--- src/verilog/sfch_pkg.sv ---
// Shared constants and types of the serial flow-control block.
// Assumes one 100 MHz system clock and a character-level framer outside.
package sfch_pkg;

  // Handshake method codes, as selected by the user
  typedef enum logic [1:0] {
    none_method                           = 2'b00,
    software_both_ways_method             = 2'b01,
    software_send_hardware_receive_method = 2'b10,
    hardware_both_ways_method             = 2'b11
  } sfch_mode_t;

  // Receive throttle state
  typedef enum logic {
    flow_open = 1'b0,
    flow_held = 1'b1
  } sfch_flow_t;

  // One character handed to the framer
  typedef struct packed {
    logic       start;
    logic [7:0] data;
  } sfch_txchar_t;

  // Pacing characters
  localparam logic [7:0] SFCH_XON = 8'h11;
  localparam logic [7:0] SFCH_XOFF = 8'h13;

  // Receive buffer size and free-space thresholds, in bytes
  localparam int SFCH_RX_DEPTH = 256;
  localparam int SFCH_LOW_FREE = 64;
  localparam int SFCH_HIGH_FREE = 192;

  // Depth of the transmit-side stall buffer
  localparam int SFCH_TX_BUF_DEPTH = 2;

  // Character width
  localparam int SFCH_CHAR_W = 8;

endpackage

--- src/verilog/sfch_top.sv ---
// Flow control of a start-stop serial port toward a computer.
// Assumes an outside framer: it strobes received characters in and shifts
// out each character started here, raising TX_BUSY the cycle after start.
// Operation
// - Outgoing characters go to the transmit line
// - Incoming characters from receive line accepted
// - RTS output serves receive flow control only
// - CTS input paces outgoing transmission only
// - Four methods pair send and receive control
// - No handshake: pacing characters stored as data
// - No handshake: transmit ignores CTS
// - Full receive buffer drops further characters
// - RTS held true unless hardware receive control
// - Software send: stop on XOFF, resume XON
// - Software receive: XOFF at 64 free, XON 192
// - Hardware receive: RTS false 64, true 192
// - Hardware send: pause while CTS false
module sfch_top #(
  parameter int DEPTH = sfch_pkg::SFCH_RX_DEPTH
) (
  // Clock, reset, enable
  input wire logic CLK_SYS,
  input wire logic NRST,
  input wire logic CE,
  // Method selection
  input wire logic [1:0] MODE,
  // Received characters from the framer
  input wire logic [7:0] RX_CHAR,
  input wire logic RX_STB,
  // Modem control pins
  input wire logic CTS,
  output logic RTS,
  // Characters to the framer
  output logic [7:0] TX_CHAR,
  output logic TX_START,
  input wire logic TX_BUSY,
  // Data to send, from the user
  input wire logic [7:0] SRC_DATA,
  input wire logic SRC_VALID,
  output logic SRC_READY,
  // Received data, to the user
  output logic [7:0] SNK_DATA,
  output logic SNK_VALID,
  input wire logic SNK_READY,
  // Character lost to a full buffer
  output logic RX_DROP
);
  localparam int AW = $clog2(DEPTH);
  localparam int CW = AW + 1;

  // Elaboration check: depth must hold both thresholds
  if (DEPTH < 2 || (DEPTH & (DEPTH - 1)) != 0 || DEPTH <= sfch_pkg::SFCH_HIGH_FREE)
  begin : g_bad_depth
    $error("sfch_top depth must be a power of two above the release threshold");
  end

  sfch_pkg::sfch_mode_t mode; // Decoded method
  logic sw_send; // Software pacing of transmit
  logic hw_send; // CTS pacing of transmit
  logic sw_rx; // Pacing characters for receive
  logic hw_rx; // RTS for receive

  // Method decode
  assign mode = sfch_pkg::sfch_mode_t'(MODE);
  assign sw_send = (mode == sfch_pkg::software_both_ways_method) ||
                   (mode == sfch_pkg::software_send_hardware_receive_method);
  assign hw_send = (mode == sfch_pkg::hardware_both_ways_method);
  assign sw_rx = (mode == sfch_pkg::software_both_ways_method);
  assign hw_rx = (mode == sfch_pkg::software_send_hardware_receive_method) ||
                 (mode == sfch_pkg::hardware_both_ways_method);

  // Receive buffer state
  logic [7:0] rx_mem [DEPTH]; // Receive storage
  logic [AW-1:0] wr_reg, wr_next; // Write pointer
  logic [AW-1:0] rd_reg, rd_next; // Read pointer
  logic [CW-1:0] cnt_reg, cnt_next; // Fill level
  logic [CW-1:0] free_now; // Free space
  logic [7:0] snk_data_reg, snk_data_next; // Output word
  logic snk_valid_reg, snk_valid_next; // Output word held
  logic drop_reg, drop_next; // Drop pulse
  logic is_pace; // Pacing character received
  logic consume; // Pacing character acted on
  logic full; // No room
  logic store; // Write one character
  logic pop; // Move one to the output

  // Receive path terms
  assign free_now = CW'(DEPTH) - cnt_reg;
  assign full = (cnt_reg == CW'(DEPTH));
  assign is_pace = (RX_CHAR == sfch_pkg::SFCH_XON) || (RX_CHAR == sfch_pkg::SFCH_XOFF);
  assign consume = RX_STB && sw_send && is_pace;
  assign store = RX_STB && !consume && !full;
  assign pop = (cnt_reg != '0) && (!snk_valid_reg || SNK_READY);

  // Next receive buffer state
  always_comb begin
    wr_next = store ? wr_reg + 1'b1 : wr_reg;
    rd_next = pop ? rd_reg + 1'b1 : rd_reg;
    cnt_next = cnt_reg + CW'(store) - CW'(pop);
    snk_data_next = pop ? rx_mem[rd_reg] : snk_data_reg;
    snk_valid_next = pop || (snk_valid_reg && !SNK_READY);
    drop_next = RX_STB && !consume && full;
  end

  // Register receive buffer state
  always_ff @(posedge CLK_SYS or negedge NRST) begin
    if (!NRST) begin
      wr_reg <= '0;
      rd_reg <= '0;
      cnt_reg <= '0;
      snk_data_reg <= '0;
      snk_valid_reg <= 1'b0;
      drop_reg <= 1'b0;
    end else if (CE) begin
      wr_reg <= wr_next;
      rd_reg <= rd_next;
      cnt_reg <= cnt_next;
      snk_data_reg <= snk_data_next;
      snk_valid_reg <= snk_valid_next;
      drop_reg <= drop_next;
    end
  end

  // Receive storage write
  always_ff @(posedge CLK_SYS) begin
    if (CE && store) begin
      rx_mem[wr_reg] <= RX_CHAR;
    end
  end

  // Throttle and pacing state
  sfch_pkg::sfch_flow_t flow_reg, flow_next; // Receive throttle
  logic rts_reg, rts_next; // RTS pin
  logic xoff_reg, xoff_next; // Transmit held by XOFF
  logic pend_reg, pend_next; // Pacing character to send
  logic [7:0] pchar_reg, pchar_next; // Which one
  sfch_pkg::sfch_txchar_t tx_reg, tx_next; // Framer request
  logic can_start; // Framer idle
  logic send_ok; // Data may start
  logic send_ctl; // Start pacing character
  logic buf_valid; // Stall buffer has data
  logic buf_ready; // Take from stall buffer
  logic [7:0] buf_data; // Stall buffer head

  // A new character starts only after the last one ended
  assign can_start = !TX_BUSY && !tx_reg.start;
  // Method-dependent send permission
  assign send_ok = sw_send ? !xoff_reg : (hw_send ? CTS : 1'b1);
  assign send_ctl = can_start && pend_reg;
  assign buf_ready = can_start && !pend_reg && send_ok;

  // Next throttle, pacing and transmit state
  always_comb begin
    flow_next = flow_reg;
    unique case (flow_reg)
      sfch_pkg::flow_open: begin
        if (free_now <= CW'(sfch_pkg::SFCH_LOW_FREE)) begin
          flow_next = sfch_pkg::flow_held;
        end
      end
      sfch_pkg::flow_held: begin
        if (free_now >= CW'(sfch_pkg::SFCH_HIGH_FREE)) begin
          flow_next = sfch_pkg::flow_open;
        end
      end
    endcase
    // RTS true unless hardware receive control holds it
    rts_next = !(hw_rx && flow_next == sfch_pkg::flow_held);
    // XOFF holds, XON releases; cleared outside software send
    xoff_next = xoff_reg;
    if (!sw_send) begin
      xoff_next = 1'b0;
    end else if (consume) begin
      xoff_next = (RX_CHAR == sfch_pkg::SFCH_XOFF);
    end
    // Pacing request; a new edge wins over the send that clears it
    pend_next = pend_reg && !send_ctl;
    pchar_next = pchar_reg;
    if (sw_rx && flow_reg != flow_next) begin
      pend_next = 1'b1;
      pchar_next = (flow_next == sfch_pkg::flow_held) ? sfch_pkg::SFCH_XOFF
                                                      : sfch_pkg::SFCH_XON;
    end else if (!sw_rx) begin
      pend_next = 1'b0;
    end
    // One-cycle start toward the framer
    tx_next.start = send_ctl || (buf_ready && buf_valid);
    tx_next.data = send_ctl ? pchar_reg : (buf_valid ? buf_data : tx_reg.data);
  end

  // Register throttle, pacing and transmit state
  always_ff @(posedge CLK_SYS or negedge NRST) begin
    if (!NRST) begin
      flow_reg <= sfch_pkg::flow_open;
      rts_reg <= 1'b1;
      xoff_reg <= 1'b0;
      pend_reg <= 1'b0;
      pchar_reg <= sfch_pkg::SFCH_XON;
      tx_reg <= '0;
    end else if (CE) begin
      flow_reg <= flow_next;
      rts_reg <= rts_next;
      xoff_reg <= xoff_next;
      pend_reg <= pend_next;
      pchar_reg <= pchar_next;
      tx_reg <= tx_next;
    end
  end

  // Stall buffer between the user and the transmitter
  sfch_buf #(
    .W(sfch_pkg::SFCH_CHAR_W),
    .DEPTH(sfch_pkg::SFCH_TX_BUF_DEPTH)
  ) u_txbuf (
    .clk(CLK_SYS),
    .nrst(NRST),
    .ce(CE),
    .in_data(SRC_DATA),
    .in_valid(SRC_VALID),
    .in_ready(SRC_READY),
    .out_data(buf_data),
    .out_valid(buf_valid),
    .out_ready(buf_ready && CE)
  );

  // Output drive
  assign RTS = rts_reg;
  assign TX_CHAR = tx_reg.data;
  assign TX_START = tx_reg.start;
  assign SNK_DATA = snk_data_reg;
  assign SNK_VALID = snk_valid_reg;
  assign RX_DROP = drop_reg;
endmodule // sfch_top

--- src/verilog/sfch_buf.sv ---
// Small ring buffer with valid/ready on both sides.
// Assumes a synchronous consumer; a stalled consumer backs up into in_ready.
module sfch_buf #(
  parameter int W = 8,
  parameter int DEPTH = 2
) (
  // Clock, reset, enable
  input wire logic clk,
  input wire logic nrst,
  input wire logic ce,
  // Filling side
  input wire logic [W-1:0] in_data,
  input wire logic in_valid,
  output logic in_ready,
  // Draining side
  output logic [W-1:0] out_data,
  output logic out_valid,
  input wire logic out_ready
);
  localparam int AW = (DEPTH > 1) ? $clog2(DEPTH) : 1;

  // Elaboration check: power-of-two depth of at least two
  if (DEPTH < 2 || (DEPTH & (DEPTH - 1)) != 0) begin : g_bad_depth
    $error("sfch_buf depth must be a power of two, at least 2");
  end

  logic [W-1:0] mem [DEPTH]; // Storage
  logic [AW-1:0] wr_reg, wr_next; // Write pointer
  logic [AW-1:0] rd_reg, rd_next; // Read pointer
  logic [AW:0] cnt_reg, cnt_next; // Fill level
  logic rdy_reg, rdy_next; // Room for one more word, registered
  logic push; // Word taken in
  logic pop; // Word handed out

  // Handshake terms
  // Ready comes from a flop so the top's port is registered
  assign in_ready = rdy_reg;
  assign out_valid = (cnt_reg != '0);
  assign out_data = mem[rd_reg];
  assign push = in_valid && in_ready;
  assign pop = out_valid && out_ready;

  // Next pointers and level
  always_comb begin
    wr_next = push ? wr_reg + 1'b1 : wr_reg;
    rd_next = pop ? rd_reg + 1'b1 : rd_reg;
    cnt_next = cnt_reg + (AW+1)'(push) - (AW+1)'(pop);
    rdy_next = (cnt_next != (AW+1)'(DEPTH));
  end

  // Register pointers and level
  always_ff @(posedge clk or negedge nrst) begin
    if (!nrst) begin
      wr_reg <= '0;
      rd_reg <= '0;
      cnt_reg <= '0;
      rdy_reg <= 1'b1;
    end else if (ce) begin
      wr_reg <= wr_next;
      rd_reg <= rd_next;
      cnt_reg <= cnt_next;
      rdy_reg <= rdy_next;
    end
  end

  // Storage write, no reset needed
  always_ff @(posedge clk) begin
    if (ce && push) begin
      mem[wr_reg] <= in_data;
    end
  end

endmodule // sfch_buf

--- config.mk ---
export PLATFORM = sky130hd
export DESIGN_NAME = sfch_top
export DESIGN_NICKNAME = d
export VERILOG_FILES = /design/src/verilog/sfch_pkg.sv /design/src/verilog/sfch_top.sv /design/src/verilog/sfch_buf.sv
export SDC_FILE = /design/constraint.sdc
export NUM_CORES = 2
export LEC_CHECK = 0
export CAP_MARGIN = 20
export CORE_MARGIN = 2
export CORE_UTILIZATION = 50
export DETAILED_ROUTE_END_ITERATION = 10
export DONT_BUFFER_PORTS = 1
export PLACE_DENSITY = 0.71
export SYNTH_ARGS = -nofsm -noshare
export SYNTH_HDL_FRONTEND = slang
export SYNTH_HIERARCHICAL = 1
export SYNTH_SLANG_ARGS = --single-unit
--- constraint.sdc ---
create_clock -name CLK_SYS -period 6.13 [get_ports CLK_SYS]
set_input_delay 1.839 -clock CLK_SYS [delete_from_list [all_inputs] [get_ports CLK_SYS]]
set_output_delay 1.839 -clock CLK_SYS [all_outputs]
set_load 0.05 [all_outputs]
# After elaboration in Yosys (flattened, before gate mapping)
# Memories as Yosys holds them, arrays and structs flattened. A register that Yosys moved wholly into a read port is not among the register bits.
# Index checks and enable logic that the tools add are counted.
dict set report op_classes {
  addsub 9
  multipliers 0
  n_div 0
  n_lt_le_gt_ge 2
  n_eq_ne 9
  shift 0
  muxes 16
  bitwise_logic 1
  reduce_logical 47
}
# op count
set op_table {}
lappend op_table {{logical AND 1 bit} 20}
lappend op_table {{adder 8 x 1 -> 8 bit, second input constant} 2}
lappend op_table {{== test 8 x 5 -> 1 bit, second input constant} 2}
lappend op_table {{2-to-1 mux 8 bit} 2}
lappend op_table {{AND reduction 2 bit} 7}
lappend op_table {{2-to-1 mux 1 bit} 12}
lappend op_table {{zero test 1 bit} 11}
lappend op_table {{adder 9 x 1 -> 9 bit} 1}
lappend op_table {{== test 9 bit, second input constant} 1}
lappend op_table {{>= comparator 9 x 8 -> 1 bit, second input constant} 1}
lappend op_table {{less-or-equal comparator 9 x 7 -> 1 bit, second input constant} 1}
lappend op_table {{nonzero test 9 bit} 1}
lappend op_table {{subtractor 9 x 1 -> 9 bit} 1}
lappend op_table {{subtractor 9 bit, first input constant} 1}
lappend op_table {{logical OR 1 bit} 6}
lappend op_table {{== test 2 bit, second input constant} 2}
lappend op_table {{nonzero test 2 bit} 2}
lappend op_table {{adder 1 bit, second input constant} 2}
lappend op_table {{adder 2 x 1 -> 2 bit} 1}
lappend op_table {{== test 2 x 1 -> 1 bit, second input constant} 1}
lappend op_table {{2-to-1 mux 2 bit} 1}
lappend op_table {{!= test 2 x 1 -> 1 bit, second input constant} 1}
lappend op_table {{!= test 2 bit, second input constant} 1}
lappend op_table {{one-hot mux 1 bit (2 select lines)} 1}
lappend op_table {{other kinds (3)} 3}
dict set report totals {
  ff_bits 53
  latch_bits 0
  ramBits 2064
  mem_bits_ro 0
  in_bits 26
  output_inout_bits 21
  elab_cells 102
  n_memories 2
}
# name words width rd rd_ports_with_merged_regs write_ports line
set memory_table {}
lappend memory_table {rx_mem 256 8 1 1 1 sfch_top.sv:73} ;# logic [7:0] rx_mem [DEPTH];
lappend memory_table {u_txbuf.mem 2 8 1 0 1 sfch_buf.sv:27} ;# logic [W-1:0] mem [DEPTH];

# Depth between registers and ports, before layout
dict set report depth {
  ltp_word 10
  ltp_mapped 18
  ltp_nobuf 17
}

# Hierarchy
# The synthesis kept the hierarchy.
# module instances cells_each area_each_um2 seq_area_each_um2
set by_module_without_submodules {}
lappend by_module_without_submodules {sfch_top 1 4026 82305.2 62726.4}
lappend by_module_without_submodules {sfch_buf 1 60 950.9 606.8}

# Least setup slack after synthesis
# No wires, ideal clock.
dict set report synth_path {
  kind {input to register}
  startpoint {input MODE[0]}
  endpoint {register, netlist name cnt_reg[8]}
  setup_ns 0.136
  arrival_ns 4.870
  t_required_ns 5.994
  path_slack_ns 1.124
  cell_stages 17
  path_buffers 0
  cell_sequence {inv_1 ha_1 nor4b_1 nand2_1 nand2_1 or2_2 ha_1 inv_1 ha_1 inv_1 fa_1 o21bai_1 a21oi_1 o21ba_2 o31a_1 o2111ai_1 o211ai_1}
}
# item line
set synth_lines {}
lappend synth_lines {{from (decl)} sfch_top.sv:26} ;# input wire logic [1:0] MODE,

==> summary.md <==
| Metric | Value |
|---|---|
| Status | complete, no violations |
| CTS HTree Levels | 4 |
| Peak Freq | 206 MHz |
| Postcts setup bufs | 0 |
| Hold path cells | 1 |
| Crit Path Category | in2reg |
| Hold Buf Count CTS | 0 |
| Startpoint types | primary input |
| Max Root-Sink Buffers | 3 |
| Vias in the first global route | 41800 |
| Final HPWL from detailed placement | 123000 um |
| Final worst slack | 1.28 ns |
| Setup Viol. Count Final | 0 |
| Top FF cell, synth | edfxtp_1 |
| Post-Syn Instances | 4086 |
| Metal2 WL | 96300 um |
| DR WL/cell | 31.9 um |
| Crit path capture type | flip-flop |
| Initial antenna violation count | 6 |
| Max reg flops | 2048 |
| R2r endpoint | SNK_DATA[4] |
| Slew headroom | 22.9% |
| Via density | 6.46 |
| Clock Skews | 0.0580 ns |
| DRC | 0 |
| TritonCTS clock tree | done |
| GRT Residual Overflow | 0 |
| Reg-to-Reg Start | rd_reg[0] |
| Die X | 412 um |
| Placer congestion estimate | 0.893 |
| Hold Crit Class | reg2reg |
| FF-to-FF setup slack | 1.67 ns |
| WHS Endpoint | u_txbuf/wr_reg |
| Setup_tns | 0 ns |
| I/O Pins | 47 |
| Inserted Clock Buffers | 202 |
| Async set-reset flop share out of synthesis | 2.55% |
| Port bufs | 0 |
| Worst-margin pin slew | 1.15 ns |
| DR top layer | met5 |
| Final hold violations | 0 |
| GRT Total Usage | 24.8% |
| DIE AREA | 0.170 sq mm |
| DRT iter0 DRCs | 5927 |
| Post-route ant nets | 0 |
| Root Buffer | clkbuf_16 |
| Drt pass-1 iters | 7 |
| Fill count | 12000 |
| YS warnings | 6 |
| Synth cell types | 80 |
| Max-slew violation count | 0 |
| Top-count cell post-synth | edfxtp_1 |
| P per Cell Area | 429 mW/mm^2 |
| Crit Path Max Fanout | 257 |
| Period utilization | 79.1% |
| Sequential fraction of the synthesis area | 76.1% |
| Synth area leaders | edfxtp_1, mux4_2, mux2i_1 |
| Row count | 149 |
| Final #Nets | 4277 |
| Cell Area, Synth | 0.0833 sq mm |
| Post-CTS Resized | 0 |
| Die height | 412 um |
| Starting Density | 50.4% |
| Worst VDD drop | 0.458 mV |
| Worst-skew pair later-pin latency | 0.86 ns |
| Flops & latches, synth | 2118 |
| Via count | 42500 |
| Yosys top cell area share | 74.4% |
| CP arrival | 5.55 ns |
| Layout cell share with drive strength beyond 1 | 21.8% |
| Period minus WS final | 4.85 ns |
| Worst-path clk slew | 0.06 ns |
| Core box area | 0.165 sq mm |
| Post-synth EDFFs | 2064 |
| Syn_nets | 4140 |
| Mean Syn Cell Area | 20.4 sq um |
| Largest net degree at the start of global routing | 258 |
| P_leak | 29.3 nW |
| Global-route wire length before repair | 303000 um |
| Final WL | 210000 um |
| DP Worst Slack | 0.717 ns |
| Pwr Total | 0.0398 W |
| CP required | 6.83 ns |
| Layout area overhead | 11.5% |
| DR WL met3 | 23800 um |
| Most frequent cells after synthesis | edfxtp_1, mux4_2, nor2_1, mux2i_1, nand2_1 |
| Clock tree sinks | 2118 |
| Worst r2r path cells | 7 |
| Yosys top cell by area | edfxtp_1 |
| RSZ-0062 raised after global routing | false |
| M1 wire length | 81400 um |
| Max Cap Violations | 0 |
| Startpoint of the lowest-slack hold path | u_txbuf/wr_reg |
[cell usage in the layout, fill, tap and decap left out, types with 11 or more instances in the layout]
master / netlist / layout
bufinv_16: 0 / 17
a22o_1: 25 / 25
a21oi_1: 84 / 84
a22oi_1: 63 / 63
o211ai_1: 15 / 15
nor3_1: 16 / 15
edfxtp_1: 2064 / 2064
clkbuf_16: 0 / 203
nor2b_1: 18 / 14
a221oi_1: 25 / 25
nand3_1: 34 / 34
dfrtp_1: 52 / 47
xnor2_1: 23 / 23
buf_12: 2 / 20
o2111ai_1: 11 / 11
inv_1: 30 / 29
mux2i_1: 220 / 220
clkbuf_1: 103 / 57
nor2_1: 299 / 297
buf_4: 27 / 150
mux2_2: 17 / 17
clkinv_2: 0 / 32
o21ai_0: 42 / 42
o22ai_1: 39 / 39
ha_1: 27 / 27
mux4_2: 452 / 452
clkinv_1: 2 / 34
nand2_1: 114 / 114
a31oi_1: 20 / 20
a211oi_1: 15 / 15
[final cells by class]
class / count / area, sq um / area share [%]
timing repair buffer: 170 / 1530 / 1.64
antenna: 4 / 10.0 / 0.0108
clock inverter: 108 / 1240 / 1.33
tap: 2189 / 2740 / 2.95
multi-input combinational: 1698 / 18500 / 19.9
inverter: 33 / 129 / 0.139
clock buffer: 264 / 5350 / 5.76
sequential: 2118 / 63300 / 68.2
[per-stage QoR]
stage	std cells	cell area, sq um	util, %	hold WS [ns]
2_1_floorplan	4086	83300	-	0.465
3_3_place_gp	6208	86200	52.2	0.483
3_5_place_dp	6208	86200	52.2	0.494
4_1_cts	6580	92800	56.2	0.507
5_1_grt	6580	92800	56.2	0.542
6_report	6584	92800	56.2	0.499
[power by group]
group	internal [W]	leakage, nW	total (W)	switching (W)
logic	0.00445	6.91	0.0107	0.00624
registers	0.0161	19.2	0.0168	0.000679
clock network	0.00692	3.17	0.0124	0.00546
total	0.0275	29.3	0.0398	0.0124
[layer usage]
metal | up-vias | track usage (%)
met1 | 22400 | 35.3
met4 | 6 | 9.84
met3 | 415 | 6.45
met5 | - | 0
met2 | 2604 | 37.1
li1 | 17100 | -
[worst max path at each step]
stage            endpoint        from  slack, ns  cells past startpoint
6_report       cnt_reg[8]  RX_CHAR[7]       1.28                     15
5_1_grt        cnt_reg[8]  RX_CHAR[7]       1.35                     15
4_1_cts        cnt_reg[8]     MODE[0]       1.62                     17
3_5_place_dp   cnt_reg[8]     MODE[0]       0.72                     17
3_3_place_gp   cnt_reg[8]     MODE[0]       0.70                     17
2_1_floorplan  cnt_reg[8]     MODE[0]       1.12                     17
[worst max-delay path, stage by stage]
cell,delay [ns]
nor4b_1,0.82
nand2_1,0.20
nand2_1,0.13
or2_2,0.11
ha_1,0.22
inv_1,0.06
ha_1,0.16
inv_1,0.07
fa_1,0.42
o21bai_1,0.15
a21oi_1,0.12
o21ba_2,0.23
o31a_1,0.28
o2111ai_1,0.21
o211ai_1,0.12
[kinds of logic after synthesis]
group | Yosys count | synth area share, %
XOR/XNOR | 26 | 0.274
flip-flops | 2118 | 76.1
buffers and inverters | 270 | 1.80
adder cells (fa/ha/maj) | 28 | 0.430
multiplexers | 689 | 15.1
AND/OR/NAND/NOR | 543 | 2.85
AO/OA/AOI/OAI | 412 | 3.47
Power figures use the tool's default switching activity.
